`config.mk`:
```
export PLATFORM = sky130hd
export DESIGN_NAME = osc_system_controller
export DESIGN_NICKNAME = d
export VERILOG_FILES = /design/src/rtl/osc_pkg.sv /design/src/rtl/osc_system_controller.sv
export SDC_FILE = /design/constraint.sdc
export NUM_CORES = 1
export LEC_CHECK = 0
export BUFFER_PORTS_ARGS = -buffer_cell sky130_fd_sc_hd__buf_2
export CAP_MARGIN = 20
export CORE_MARGIN = 1
export CORE_UTILIZATION = 41
export CTS_CLUSTER_SIZE = 28
export DETAILED_ROUTE_END_ITERATION = 8
export PLACE_DENSITY_LB_ADDON = 0.3
export RECOVER_POWER = 100
export SYNTH_ARGS = -nofsm -noshare
export SYNTH_HDL_FRONTEND = slang
export SYNTH_SLANG_ARGS = --single-unit
```
`constraint.sdc`:
```
create_clock -name MCLK -period 5.5 [get_ports MCLK]
set_input_delay 0.825 -clock MCLK [delete_from_list [all_inputs] [get_ports MCLK]]
set_output_delay 0.825 -clock MCLK [all_outputs]
set_load 0.05 [all_outputs]
```
`src/rtl/osc_pkg.sv`:
```
// Package: register map, field layout, reset values and timing of the
// oscillator controller.
// Assumes an APB slave clocked by MCLK at 40 MHz with a synchronous reset.
package osc_pkg;

    localparam int MCLK_KHZ = 40000;

    localparam logic [7:0] OFS_MAIN = 8'h00;
    localparam logic [7:0] OFS_SLOW = 8'h04;
    localparam logic [7:0] OFS_PLL = 8'h08;
    localparam logic [7:0] OFS_RATIO = 8'h0C;
    localparam logic [7:0] OFS_FLL = 8'h10;
    localparam logic [7:0] OFS_FSYNC = 8'h14;
    localparam logic [7:0] OFS_STATUS = 8'h18;
    localparam logic [7:0] OFS_IEN_SET = 8'h1C;
    localparam logic [7:0] OFS_IEN_CLR = 8'h20;
    localparam logic [7:0] OFS_FLAG = 8'h24;

    localparam int MAIN_EN_BIT = 0;
    localparam int MAIN_OND_BIT = 1;
    localparam int MAIN_KEEP_BIT = 2;
    localparam int MAIN_SEL_LSB = 4;
    localparam int SLOW_EN_BIT = 0;
    localparam int SLOW_XTAL_BIT = 1;
    localparam int PLL_EN_BIT = 0;
    localparam int PLL_REF_LSB = 1;
    localparam int PLL_LT_LSB = 8;
    localparam int RATIO_INT_LSB = 0;
    localparam int RATIO_FRAC_LSB = 16;
    localparam int FLL_EN_BIT = 0;
    localparam int FLL_VAL_LSB = 8;
    localparam int FLL_RREQ_BIT = 0;

    localparam int NFLAG = 12;
    localparam int F_MAIN_RDY = 0;
    localparam int F_FLL_RDY = 1;
    localparam int F_FLL_STOP = 2;
    localparam int F_IO_DET = 4;
    localparam int F_CORE_SRDY = 8;
    localparam int F_LOCK = 9;
    localparam int F_LOCK_LOST = 10;
    localparam int F_LOCK_TO = 11;

    localparam logic [31:0] RST_REG = 32'h0000_0000;

    localparam int FLL_SYNC_NS = 150;
    localparam int FLL_SYNC_CYC = (FLL_SYNC_NS * MCLK_KHZ + 999999) / 1000000;
    localparam logic [2:0] FSYNC_LOAD = 3'(FLL_SYNC_CYC);
    localparam int RELOCK_NS = 100;
    localparam int RELOCK_CYC = (RELOCK_NS * MCLK_KHZ + 999999) / 1000000;
    localparam logic [2:0] RELOCK_LOAD = 3'(RELOCK_CYC);
    localparam int LT_UNIT_NS = 1000;
    localparam logic [13:0] LT_UNIT = 14'(LT_UNIT_NS * MCLK_KHZ / 1000000);

    typedef enum logic [1:0] {
        A_IDLE = 2'b00,
        A_RESP = 2'b01,
        A_STALL = 2'b10
    } osc_apb_e;

endpackage

```
`src/rtl/osc_system_controller.sv`:
```
// Oscillator, PLL and loop controller with its APB register file.
// Assumes analog status inputs are asynchronous; sleep and request inputs
// come from logic on MCLK.
//
// The register addresses and register access over APB were chosen for this implementation.
`timescale 1ns/1ps

module osc_system_controller import osc_pkg::*; #(
    parameter logic [15:0] SETTLE_UNIT = 16'h0001
) (
    // Clock and reset
    input wire logic MCLK,
    input wire logic RST,
    // APB slave
    input wire logic PSEL,
    input wire logic PENABLE,
    input wire logic PWRITE,
    input wire logic [7:0] PADDR,
    input wire logic [31:0] PWDATA,
    output logic [31:0] PRDATA,
    output logic PREADY,
    output logic PSLVERR,
    // Sleep state and clock requests
    input wire logic SLEEP_STANDBY,
    input wire logic OSC_REQ,
    // Analog status
    input wire logic FLL_REF_STOP,
    input wire logic IO_BO_RDY,
    input wire logic IO_BO_DET,
    input wire logic IO_BO_SRDY,
    input wire logic CORE_BO_RDY,
    input wire logic CORE_BO_DET,
    input wire logic CORE_BO_SRDY,
    input wire logic PLL_LOCK_IN,
    // Main oscillator
    output logic MAIN_OSC_EN,
    output logic MAIN_OSC_OUT_EN,
    // Slow oscillator
    output logic SLOW_OSC_EN,
    output logic SLOW_XTAL_MODE,
    output logic SLOW_IN_PIN_OWN,
    output logic SLOW_OUT_PIN_OWN,
    // PLL
    output logic PLL_EN,
    output logic [1:0] PLL_REF_SEL,
    output logic [11:0] PLL_RATIO_INT,
    output logic [3:0] PLL_RATIO_FRAC,
    // Loop
    output logic FLL_EN,
    output logic [7:0] FLL_VALUE,
    // Requests
    output logic IRQ,
    output logic IO_BO_WAKE
);

    // ------------------------------------------------------------
    // State
    // ------------------------------------------------------------
    typedef struct packed {
        osc_apb_e ast;
        logic pready;
        logic perr;
        logic [31:0] prdata;
        logic [7:0] sync1;
        logic [7:0] sync2;
        logic main_en;
        logic main_ond;
        logic main_keep;
        logic [3:0] main_sel;
        logic main_run;
        logic [15:0] settle_cnt;
        logic main_rdy;
        logic slow_en;
        logic slow_xtal;
        logic slow_out_own;
        logic pll_en;
        logic [1:0] pll_ref;
        logic [7:0] pll_lt;
        logic [11:0] pll_int;
        logic [3:0] pll_frac;
        logic [2:0] relock_cnt;
        logic pll_lock;
        logic [13:0] lt_cnt;
        logic lt_done;
        logic fll_en;
        logic [7:0] fll_val;
        logic [2:0] fsync_cnt;
        logic rd_synced;
        logic [NFLAG-1:0] sts_prev;
        logic [NFLAG-1:0] flag;
        logic [NFLAG-1:0] ien;
        logic irq;
        logic wake;
    } osc_state_s;

    osc_state_s st;
    osc_state_s next_st;

    // ------------------------------------------------------------
    // Decoding
    // ------------------------------------------------------------
    function automatic logic mapped(input logic [7:0] a);
        return a inside {OFS_MAIN, OFS_SLOW, OFS_PLL, OFS_RATIO, OFS_FLL,
                         OFS_FSYNC, OFS_STATUS, OFS_IEN_SET, OFS_IEN_CLR, OFS_FLAG};
    endfunction

    function automatic logic [31:0] rd_word(input logic [7:0] a, input osc_state_s s,
                                            input logic [NFLAG-1:0] sts);
        logic [31:0] w;
        w = RST_REG;
        case (a)
            OFS_MAIN: begin
                w[MAIN_EN_BIT] = s.main_en;
                w[MAIN_OND_BIT] = s.main_ond;
                w[MAIN_KEEP_BIT] = s.main_keep;
                w[MAIN_SEL_LSB +: 4] = s.main_sel;
            end
            OFS_SLOW: begin
                w[SLOW_EN_BIT] = s.slow_en;
                w[SLOW_XTAL_BIT] = s.slow_xtal;
            end
            OFS_PLL: begin
                w[PLL_EN_BIT] = s.pll_en;
                w[PLL_REF_LSB +: 2] = s.pll_ref;
                w[PLL_LT_LSB +: 8] = s.pll_lt;
            end
            OFS_RATIO: begin
                w[RATIO_INT_LSB +: 12] = s.pll_int;
                w[RATIO_FRAC_LSB +: 4] = s.pll_frac;
            end
            OFS_FLL: begin
                w[FLL_EN_BIT] = s.fll_en;
                w[FLL_VAL_LSB +: 8] = s.fll_val;
            end
            OFS_STATUS: w[NFLAG-1:0] = sts;
            OFS_IEN_SET: w[NFLAG-1:0] = s.ien;
            OFS_IEN_CLR: w[NFLAG-1:0] = s.ien;
            OFS_FLAG: w[NFLAG-1:0] = s.flag;
            default: w = RST_REG;
        endcase
        return w;
    endfunction

    // ------------------------------------------------------------
    // Next state
    // ------------------------------------------------------------
    always_comb begin
        logic [NFLAG-1:0] cur;
        logic [NFLAG-1:0] set;
        logic [NFLAG-1:0] clr;
        logic [31:0] wd;
        logic wr_hit;
        cur = '0;
        set = '0;
        clr = '0;
        wd = PWDATA;
        wr_hit = 1'b0;
        next_st = st;

        // Two-flop synchronisers for analog status
        next_st.sync1 = {PLL_LOCK_IN, CORE_BO_SRDY, CORE_BO_DET, CORE_BO_RDY,
                         IO_BO_SRDY, IO_BO_DET, IO_BO_RDY, FLL_REF_STOP};
        next_st.sync2 = st.sync1;

        // Status vector
        cur[F_MAIN_RDY] = st.main_rdy;
        cur[F_FLL_RDY] = (st.fsync_cnt == 3'd0);
        cur[F_CORE_SRDY:F_FLL_STOP] = st.sync2[6:0];
        cur[F_LOCK] = st.pll_lock;
        set = cur & ~st.sts_prev;

        // Counters
        if (st.fsync_cnt != 3'd0) begin
            next_st.fsync_cnt = st.fsync_cnt - 3'd1;
        end
        if (st.relock_cnt != 3'd0) begin
            next_st.relock_cnt = st.relock_cnt - 3'd1;
        end

        // APB handshake
        case (st.ast)
            A_IDLE: begin
                next_st.pready = 1'b0;
                if (PSEL && !PENABLE) begin
                    if (!PWRITE && PADDR == OFS_FLL && st.fll_en && !st.rd_synced) begin
                        next_st.ast = A_STALL;
                        if (st.fsync_cnt == 3'd0) begin
                            next_st.fsync_cnt = FSYNC_LOAD;
                        end
                    end else begin
                        next_st.ast = A_RESP;
                        next_st.pready = 1'b1;
                        next_st.perr = !mapped(PADDR);
                        next_st.prdata = rd_word(PADDR, st, cur);
                    end
                end
            end
            A_RESP: begin
                next_st.ast = A_IDLE;
                next_st.pready = 1'b0;
                next_st.perr = 1'b0;
                if (!PWRITE && PADDR == OFS_FLL) begin
                    next_st.rd_synced = 1'b0;
                end
            end
            A_STALL: begin
                if (st.fsync_cnt == 3'd0) begin
                    next_st.ast = A_RESP;
                    next_st.pready = 1'b1;
                    next_st.perr = 1'b0;
                    next_st.prdata = rd_word(PADDR, st, cur);
                end
            end
            default: begin
                next_st.ast = A_IDLE;
                next_st.pready = 1'b0;
            end
        endcase

        // Register writes, taken at the edge that completes the access
        wr_hit = (st.ast == A_RESP) && PSEL && PENABLE && PWRITE && !st.perr;
        if (wr_hit) begin
            case (PADDR)
                OFS_MAIN: begin
                    next_st.main_en = wd[MAIN_EN_BIT];
                    next_st.main_ond = wd[MAIN_OND_BIT];
                    next_st.main_keep = wd[MAIN_KEEP_BIT];
                    next_st.main_sel = wd[MAIN_SEL_LSB +: 4];
                end
                OFS_SLOW: begin
                    next_st.slow_en = wd[SLOW_EN_BIT];
                    next_st.slow_xtal = wd[SLOW_XTAL_BIT];
                end
                OFS_PLL: begin
                    next_st.pll_en = wd[PLL_EN_BIT];
                    next_st.pll_ref = wd[PLL_REF_LSB +: 2];
                    next_st.pll_lt = wd[PLL_LT_LSB +: 8];
                end
                OFS_RATIO: begin
                    next_st.pll_int = wd[RATIO_INT_LSB +: 12];
                    next_st.pll_frac = wd[RATIO_FRAC_LSB +: 4];
                    if (st.pll_en) begin
                        next_st.relock_cnt = RELOCK_LOAD;
                    end
                end
                OFS_FLL: begin
                    if (st.fsync_cnt == 3'd0) begin
                        next_st.fll_en = wd[FLL_EN_BIT];
                        next_st.fll_val = wd[FLL_VAL_LSB +: 8];
                        next_st.fsync_cnt = FSYNC_LOAD;
                    end
                end
                OFS_FSYNC: begin
                    if (wd[FLL_RREQ_BIT]) begin
                        next_st.fsync_cnt = FSYNC_LOAD;
                        next_st.rd_synced = 1'b1;
                    end
                end
                OFS_IEN_SET: next_st.ien = st.ien | wd[NFLAG-1:0];
                OFS_IEN_CLR: next_st.ien = st.ien & ~wd[NFLAG-1:0];
                OFS_FLAG: clr = wd[NFLAG-1:0];
                default: begin
                end
            endcase
        end

        // Main oscillator gating and start-up masking
        next_st.main_run = st.main_en && (!SLEEP_STANDBY || st.main_keep)
                           && (!st.main_ond || OSC_REQ);
        if (!st.main_run) begin
            next_st.settle_cnt = 16'(SETTLE_UNIT << st.main_sel);
            next_st.main_rdy = 1'b0;
        end else if (st.settle_cnt != 16'd0) begin
            next_st.settle_cnt = st.settle_cnt - 16'd1;
            next_st.main_rdy = (st.settle_cnt == 16'd1);
        end

        // Slow oscillator pin takeover
        next_st.slow_out_own = next_st.slow_en && next_st.slow_xtal;

        // PLL lock and lock timer
        next_st.pll_lock = next_st.pll_en && st.sync2[7] && (next_st.relock_cnt == 3'd0);
        if (!st.pll_en) begin
            next_st.lt_cnt = 14'd0;
            next_st.lt_done = 1'b0;
        end else if (!st.lt_done) begin
            next_st.lt_cnt = st.lt_cnt + 14'd1;
            if (st.pll_lock) begin
                next_st.lt_done = 1'b1;
            end else if (st.pll_lt != 8'd0 && st.lt_cnt == 14'(14'(st.pll_lt) * LT_UNIT)) begin
                next_st.lt_done = 1'b1;
                set[F_LOCK_TO] = 1'b1;
            end
        end
        set[F_LOCK_LOST] = st.sts_prev[F_LOCK] && !cur[F_LOCK] && st.pll_en
                           && (st.relock_cnt == 3'd0);

        // Flags, enables and request line; a new event wins over its clear
        next_st.sts_prev = cur;
        next_st.flag = (st.flag & ~clr) | set;
        next_st.irq = |(next_st.flag & next_st.ien);
        next_st.wake = next_st.flag[F_IO_DET] && next_st.ien[F_IO_DET];
    end

    always_ff @(posedge MCLK) begin
        if (RST) begin
            st <= '0;
        end else begin
            st <= next_st;
        end
    end

    // ------------------------------------------------------------
    // Outputs
    // ------------------------------------------------------------
    assign PRDATA = st.prdata;
    assign PREADY = st.pready;
    assign PSLVERR = st.perr;
    assign MAIN_OSC_EN = st.main_run;
    assign MAIN_OSC_OUT_EN = st.main_rdy;
    assign SLOW_OSC_EN = st.slow_en;
    assign SLOW_XTAL_MODE = st.slow_xtal;
    assign SLOW_IN_PIN_OWN = st.slow_en;
    assign SLOW_OUT_PIN_OWN = st.slow_out_own;
    assign PLL_EN = st.pll_en;
    assign PLL_REF_SEL = st.pll_ref;
    assign PLL_RATIO_INT = st.pll_int;
    assign PLL_RATIO_FRAC = st.pll_frac;
    assign FLL_EN = st.fll_en;
    assign FLL_VALUE = st.fll_val;
    assign IRQ = st.irq;
    assign IO_BO_WAKE = st.wake;
endmodule // osc_system_controller

```
==> out/results.txt, run 1 <==
Post-DP Area -> 8280 um2
MaxCap Viol Count -> 2
R2r setup slk -> 1.42 ns
Cell row count -> 50
Placer Congestion -> 0.826
Clk_lat worst skew -> 0.42 ns
FF+latch count, synth -> 163
Cell Pwr Density -> 317 nW/um2
Endpoint, Worst Hold -> next_st[28]
Synth area leaders -> dfxtp_1 (41%), nor2_1 (5.7%), buf_4 (5.6%), ha_1 (4.1%), mux2i_1 (3.9%)
First-pass GRT wire length -> 31,800 um
Async SR Flop Fraction -> 0%
Critical path launch point type -> register
DIE AREA -> 20,100 um2
CP Data Required Time -> 5.82 ns
Yosys warnings -> 0
Area of the core -> 19,000 um2
Top cell type by total area after synthesis -> dfxtp_1
Routed Antenna Nets -> 0
Nets -> 1,037
Power after layout -> 2790 uW
Worst-path clk slew -> 0.06 ns
Setup TNS Final -> 0 ns
Worst r2r src -> st[176]
Static Leakage -> 0.00326 uW
Global Route Usage Sum -> 20.3%
Total I/O pin count -> 125
CTS resizes -> 0
Cts hold-fix bufs -> 0
RSZ-0062 raised after global routing -> false
Fin cells -> 1,228
Fill cells -> 1,897
Maximum VDD drop -> 0.180 mV
Initial antenna violation count -> 2
Hpwl dp -> 13,800 um
CTS Buffer Depth -> 2
EDFF count, synth -> 0
Worst clock skew -> 0.0104 ns
Grt met2 use -> 32.2%
Placed Cells -> 1,195
H-tree depth reported by CTS -> 4
Worst-Margin Slew -> 2.30 ns
CTS Buf Count -> 17
CTS tree -> built
Syn_area_per_cell -> 8.63 um2
Violated checks -> max-capacitance violations, max-slew violations
Area growth syn-to-layout -> 9.44%
Initial Util -> 42.4%
Vias per cell -> 5.29
WL final -> 20,200 um
# setup viols final -> 0
Met3 usage -> 3.50%
Rel. slew slack -> -53.6%
GR Overflow Total -> 0
CP arrival -> 4.40 ns
Netlist Area Pre-Place -> 8030 um2
Internal power -> 2060 uW
Cells on worst reg2reg path -> 10
Combinational fraction of design power -> 12.4%
Largest net degree at the start of global routing -> 97
Via count -> 6,500
Hold_sp -> next_st[125]
Root buf cell -> clkbuf_16
Design Area, Final -> 8790 um2
Die X -> 142 um
Gate Count Post-Synth -> 931
Kind of critical path -> register to register
Clk pwr share -> 42.9%
First drt pass iteration count -> 8
Hold Vio Cnt, Final -> 0
Min Tclk post-route -> 4.08 ns
Post-synthesis sequential area ratio -> 40.6%
Most frequent cell after synthesis -> dfxtp_1
Sw frac -> 26.2%
Ys flop type -> dfxtp_1
Outcome -> complete, but fails checks
Drt drc -> 0
Share of cells above drive strength 1 -> 8.88%
Vias in the first global route -> 5,970
P_sw -> 729 uW
Clock net sink count -> 163
DRT iter0 DRCs -> 555
Worst Hold Depth -> 1
Sequential share of power -> 44.7%
Register area -> 3260 um2
Unique masters post-synth -> 64
GRT met1 Usage -> 27.7%
Most Used Layer, Global Route -> met2
Max FO, Critical Path -> 21
Reg-to-reg endpoint -> IRQ
Share of the synthesized area in the top cell type -> 40.6%
Die height -> 142 um
Final Max Tran Viols -> 68
N_diodes -> 0
Wirelength per Cell -> 16.5 um
Max Clock Freq -> 245 MHz
Area of the multi-input gates -> 4010 um2
Period utilization -> 74.2%
Worst hold slack -> 0.435 ns
Post-CTS setup buffers -> 0
List of most frequent post-synthesis cells -> dfxtp_1 (163), nor2_1 (121), nand2_1 (67), buf_4 (60), a21oi_1 (54)
IO Port Bufs -> 100
Worst setup EP type -> register
Worst hold path class -> register to register
==> logic make-up after synthesis <==
group | Yosys count | synth area share (%)
AND/OR/NAND/NOR | 357 | 22.2
AO/OA/AOI/OAI | 171 | 15.0
flip-flops | 163 | 40.6
buffers and inverters | 144 | 9.94
XOR/XNOR | 37 | 4.04
multiplexers | 31 | 3.86
adder cells (fa/ha/maj) | 27 | 4.30
other | 1 | 0.0467
==> worst max-delay path: stages (launching register included) <==
cell	delay, ns
dfxtp_1	0.32
inv_1	0.07
ha_1	0.18
nand2_1	0.29
nor3_1	1.29
clkbuf_1	0.75
a31oi_1	0.23
o22ai_1	0.29
o221a_2	0.22
a31oi_1	0.10
a21o_1	0.23
==> worst max path at each step <==
stage,startpoint,end,slack (ns),cells past startpoint
2_1_floorplan,PADDR[2],IRQ,2.66,9
3_3_place_gp,PADDR[5],PRDATA[10],1.80,8
3_5_place_dp,PADDR[5],PRDATA[10],1.75,8
4_1_cts,PADDR[5],PRDATA[10],2.20,8
5_1_grt,st[176],IRQ,1.12,10
6_report,st[176],IRQ,1.42,10
==> routing by layer <==
metal | wire, um | vias up
met4 | 323 | 4
met1 | 9400 | 3031
met5 | 27 | -
met3 | 1240 | 22
met2 | 9240 | 200
li1 | - | 3243
==> metrics by stage <==
step / setup slack (ns) / utilization (%)
floorplan: 2.66 / -
global placement: 1.80 / 43.7
CTS: 2.20 / 46.8
detailed placement: 1.75 / 43.7
global route: 1.12 / 46.4
finish: 1.42 / 46.4
==> layout by cell type, fill, tap and decap left out, types with 9 or more instances in the layout <==
cell / n
o41a_1: 11
clkbuf_16: 17
clkbuf_1: 67
nor3_1: 28
xnor2_1: 16
o21ai_0: 14
nor2_1: 121
buf_2: 39
a22oi_1: 22
nand3_1: 32
nand2_1: 67
mux2i_1: 31
ha_1: 26
a21oi_1: 54
nor2b_1: 38
a222oi_1: 9
conb_1: 12
dfxtp_1: 163
inv_1: 30
a31oi_1: 11
xor2_1: 21
==> sequential cells by signal, summed over array words and instances, names as in the netlist <==
signal	count
IRQ	1
PRDATA	20
MAIN_OSC_OUT_EN	1
SLOW_IN_PIN_OWN	1
FLL_EN	1
MAIN_OSC_EN	1
next_st	16
PSLVERR	1
FLL_VALUE	8
PLL_RATIO_FRAC	4
SLOW_XTAL_MODE	1
PLL_EN	1
IO_BO_WAKE	1
PLL_REF_SEL	2
SLOW_OUT_PIN_OWN	1
st	90
PREADY	1
PLL_RATIO_INT	12
==> cell type report <==
class	count	share of cell area, %
Clock inverter	9	1.48
Timing Repair Buffer	108	5.55
Multi-Input combinational cell	635	45.6
Clock buffer	23	5.21
Inverter	30	1.28
Sequential cell	163	37.1
Tap cell	260	3.70
==> power by group through the flow <==
stage               sequential (uW)  combinational (uW)  clock [uW]
finish                         1250                 344        1200
global route                   1250                 384        1270
CTS                            1250                 345        1220
detailed placement             1270                 343           0
global placement               1270                 339           0
floorplan                      1270                 280           0
Note: power is estimated with default switching activity, not from simulation.
==> inputs of run 2 (changes only) <==
==> constraint.sdc (replaced) <==
create_clock -name MCLK -period 3.6 [get_ports MCLK]
set_input_delay 0.54 -clock MCLK [delete_from_list [all_inputs] [get_ports MCLK]]
set_output_delay 0.54 -clock MCLK [all_outputs]
set_load 0.05 [all_outputs]
==> run 2 against run 1 <==
Net effect:
- the flow still finishes with violations (max-capacitance violations, max-slew violations)
- combinational power up 52%
- die area unchanged
- clock power increased by 53%
- non-clock buffer count increased by 13
- clock skew is 0.0049 ns lower
- highest routed layer unchanged
==> out/results.txt, run 2 (synthesized netlist as in run 1, its figures left out) <==
Kind of critical path -> register to register
Clk pwr share -> 43.1% (+0.2 points)
Drt drc -> 0 (unchanged)
Wirelength per Cell -> 16.1 um (-2.1%)
Fill cells -> 1,885 (-0.63%)
Max Clock Freq -> 316 MHz (+29%)
P_sw -> 1110 uW (+52%)
Clock net sink count -> 163 (unchanged)
Vias per cell -> 5.27 (-0.43%)
Period utilization -> 87.8% (+14 points)
CP Data Required Time -> 3.81 ns (-2.01 ns)
Min Tclk post-route -> 3.16 ns (-0.919 ns)
# setup viols final -> 0 (unchanged)
H-tree depth reported by CTS -> 4 (unchanged)
Share of cells above drive strength 1 -> 9.90% (+1.0 points)
Vias in the first global route -> 6,086 (+1.9%)
Clk_lat worst skew -> 0.43 ns (about the same)
Critical path launch point type -> register
Combinational fraction of design power -> 12.3% (about the same)
Outcome -> complete, but fails checks
Post-CTS setup buffers -> 0 (unchanged)
Setup TNS Final -> 0 ns (unchanged)
DIE AREA -> 20,100 um2 (unchanged)
Cell Pwr Density -> 481 nW/um2 (+52%)
Area growth syn-to-layout -> 10.5%
CTS resizes -> 0 (unchanged)
Initial antenna violation count -> 1 (-1)
Maximum VDD drop -> 0.308 mV (+71%)
GR Overflow Total -> 0 (unchanged)
Routed Antenna Nets -> 0 (unchanged)
Worst hold slack -> 0.326 ns (-0.109 ns)
Highest-count cells in the layout ignoring fill and taps -> dfxtp_1 (163), nor2_1 (121), clkbuf_1 (68)
Total I/O pin count -> 125 (unchanged)
Hpwl dp -> 14,400 um (+4.1%)
Worst setup EP type -> register
CTS Buffer Depth -> 2 (unchanged)
Rel. slew slack -> -44.9% (+8.7 points)
IO Port Bufs -> 100 (unchanged)
Max FO, Critical Path -> 16 (-24%)
Cell row count -> 50 (unchanged)
Die X -> 142 um (unchanged)
Worst hold path class -> input port to register
Initial Util -> 42.4% (unchanged)
Sequential share of power -> 44.7% (about the same)
Largest net degree at the start of global routing -> 73 (-25%)
Global Route Usage Sum -> 20.3% (-0.051 points)
First drt pass iteration count -> 5 (-3)
Worst-Margin Slew -> 2.17 ns (-0.130 ns)
Final Max Tran Viols -> 48 (-29%)
Internal power -> 3160 uW (+53%)
Biggest register -> st
RSZ-0062 raised after global routing -> false
CP arrival -> 3.37 ns (-1.03 ns)
Max reg flops -> 90 (unchanged)
CTS tree -> built
Design Area, Final -> 8870 um2 (+0.95%)
Violated checks -> max-capacitance violations, max-slew violations
Cts hold-fix bufs -> 0 (unchanged)
N_diodes -> 0 (unchanged)
Commonest non-fill, non-tap cell in the layout -> dfxtp_1
Area of the core -> 19,000 um2 (unchanged)
Static Leakage -> 0.00333 uW (+2.2%)
Post-DP Area -> 8400 um2 (+1.4%)
Worst-path clk slew -> 0.06 ns (about the same)
Nets -> 1,050 (+1.3%)
DRT iter0 DRCs -> 391 (-30%)
Placer Congestion -> 0.854 (+3.4%)
Root buf cell -> clkbuf_16
Hold Vio Cnt, Final -> 0 (unchanged)
First-pass GRT wire length -> 31,800 um (-0.17%)
WL final -> 20,000 um (-1.2%)
Die height -> 142 um (unchanged)
Worst clock skew -> 0.00547 ns (-0.00489 ns)
Via count -> 6,535 (+0.54%)
Sw frac -> 26.0% (-0.18 points)
CTS Buf Count -> 17 (unchanged)
MaxCap Viol Count -> 1 (-1)
run 2: critical path, stage by stage, from the launching register on:
cell and delay (ns):
dfxtp_1 0.30, inv_1 0.11, ha_1 0.18, nor2b_1 0.32, inv_1 0.22, a22o_1 0.32, a21oi_1 0.22, o21a_1 0.19
clkbuf_1 0.68, nand3_1 0.16, a21oi_1 0.17, nor3_1 0.07
run 2: power groups by stage:
stage / logic, uW / clock network, uW / registers (uW)
floorplan: 428 / 0 / 1940
global placement: 521 / 0 / 1940
detailed placement: 531 / 0 / 1940
CTS: 534 / 1870 / 1900
global route: 579 / 1950 / 1910
finish: 523 / 1840 / 1900
run 2: worst paths after layout:
| kind | startpoint | to | slack, ns | cells past startpoint |
|---|---|---|---|---|
| worst max register to register | st[39] | PRDATA[11] | 0.44 | 11 |
| worst min register to register | next_st[126] | next_st[29] | 0.43 | 1 |
| worst max-delay path | st[39] | PRDATA[11] | 0.44 | 11 |
| worst min-delay path | PLL_LOCK_IN | next_st[132] | 0.33 | 2 |
run 2: cell type report:
type	count	area, um2	share of cell area, %
Sequential cell	163	3260	36.8
Clock inverter	10	133	1.49
Multi-Input combinational cell	635	4010	45.2
Clock buffer	21	460	5.19
Inverter	30	113	1.27
Timing Repair Buffer	121	571	6.43
Tap cell	260	325	3.67
run 2: routing by layer:
metal | up-vias | GRT usage, % | part of all wire, %
li1 | 3279 | - | -
met1 | 3055 | 26.7 | 46
met2 | 179 | 33.2 | 47
met3 | 20 | 4.44 | 5.6
met4 | 2 | 6.17 | 1.3
met5 | - | 0 | 0.040
run 2: metrics by stage:
stage,instances,total power (uW),util [%],setup WS (ns)
6_report,1240,4260,46.8,0.439
5_1_grt,1240,4440,46.8,0.280
3_3_place_gp,1209,2460,44.3,0.582
3_5_place_dp,1209,2470,44.3,0.593
2_1_floorplan,942,2370,-,0.989
4_1_cts,1240,4310,47.4,0.633
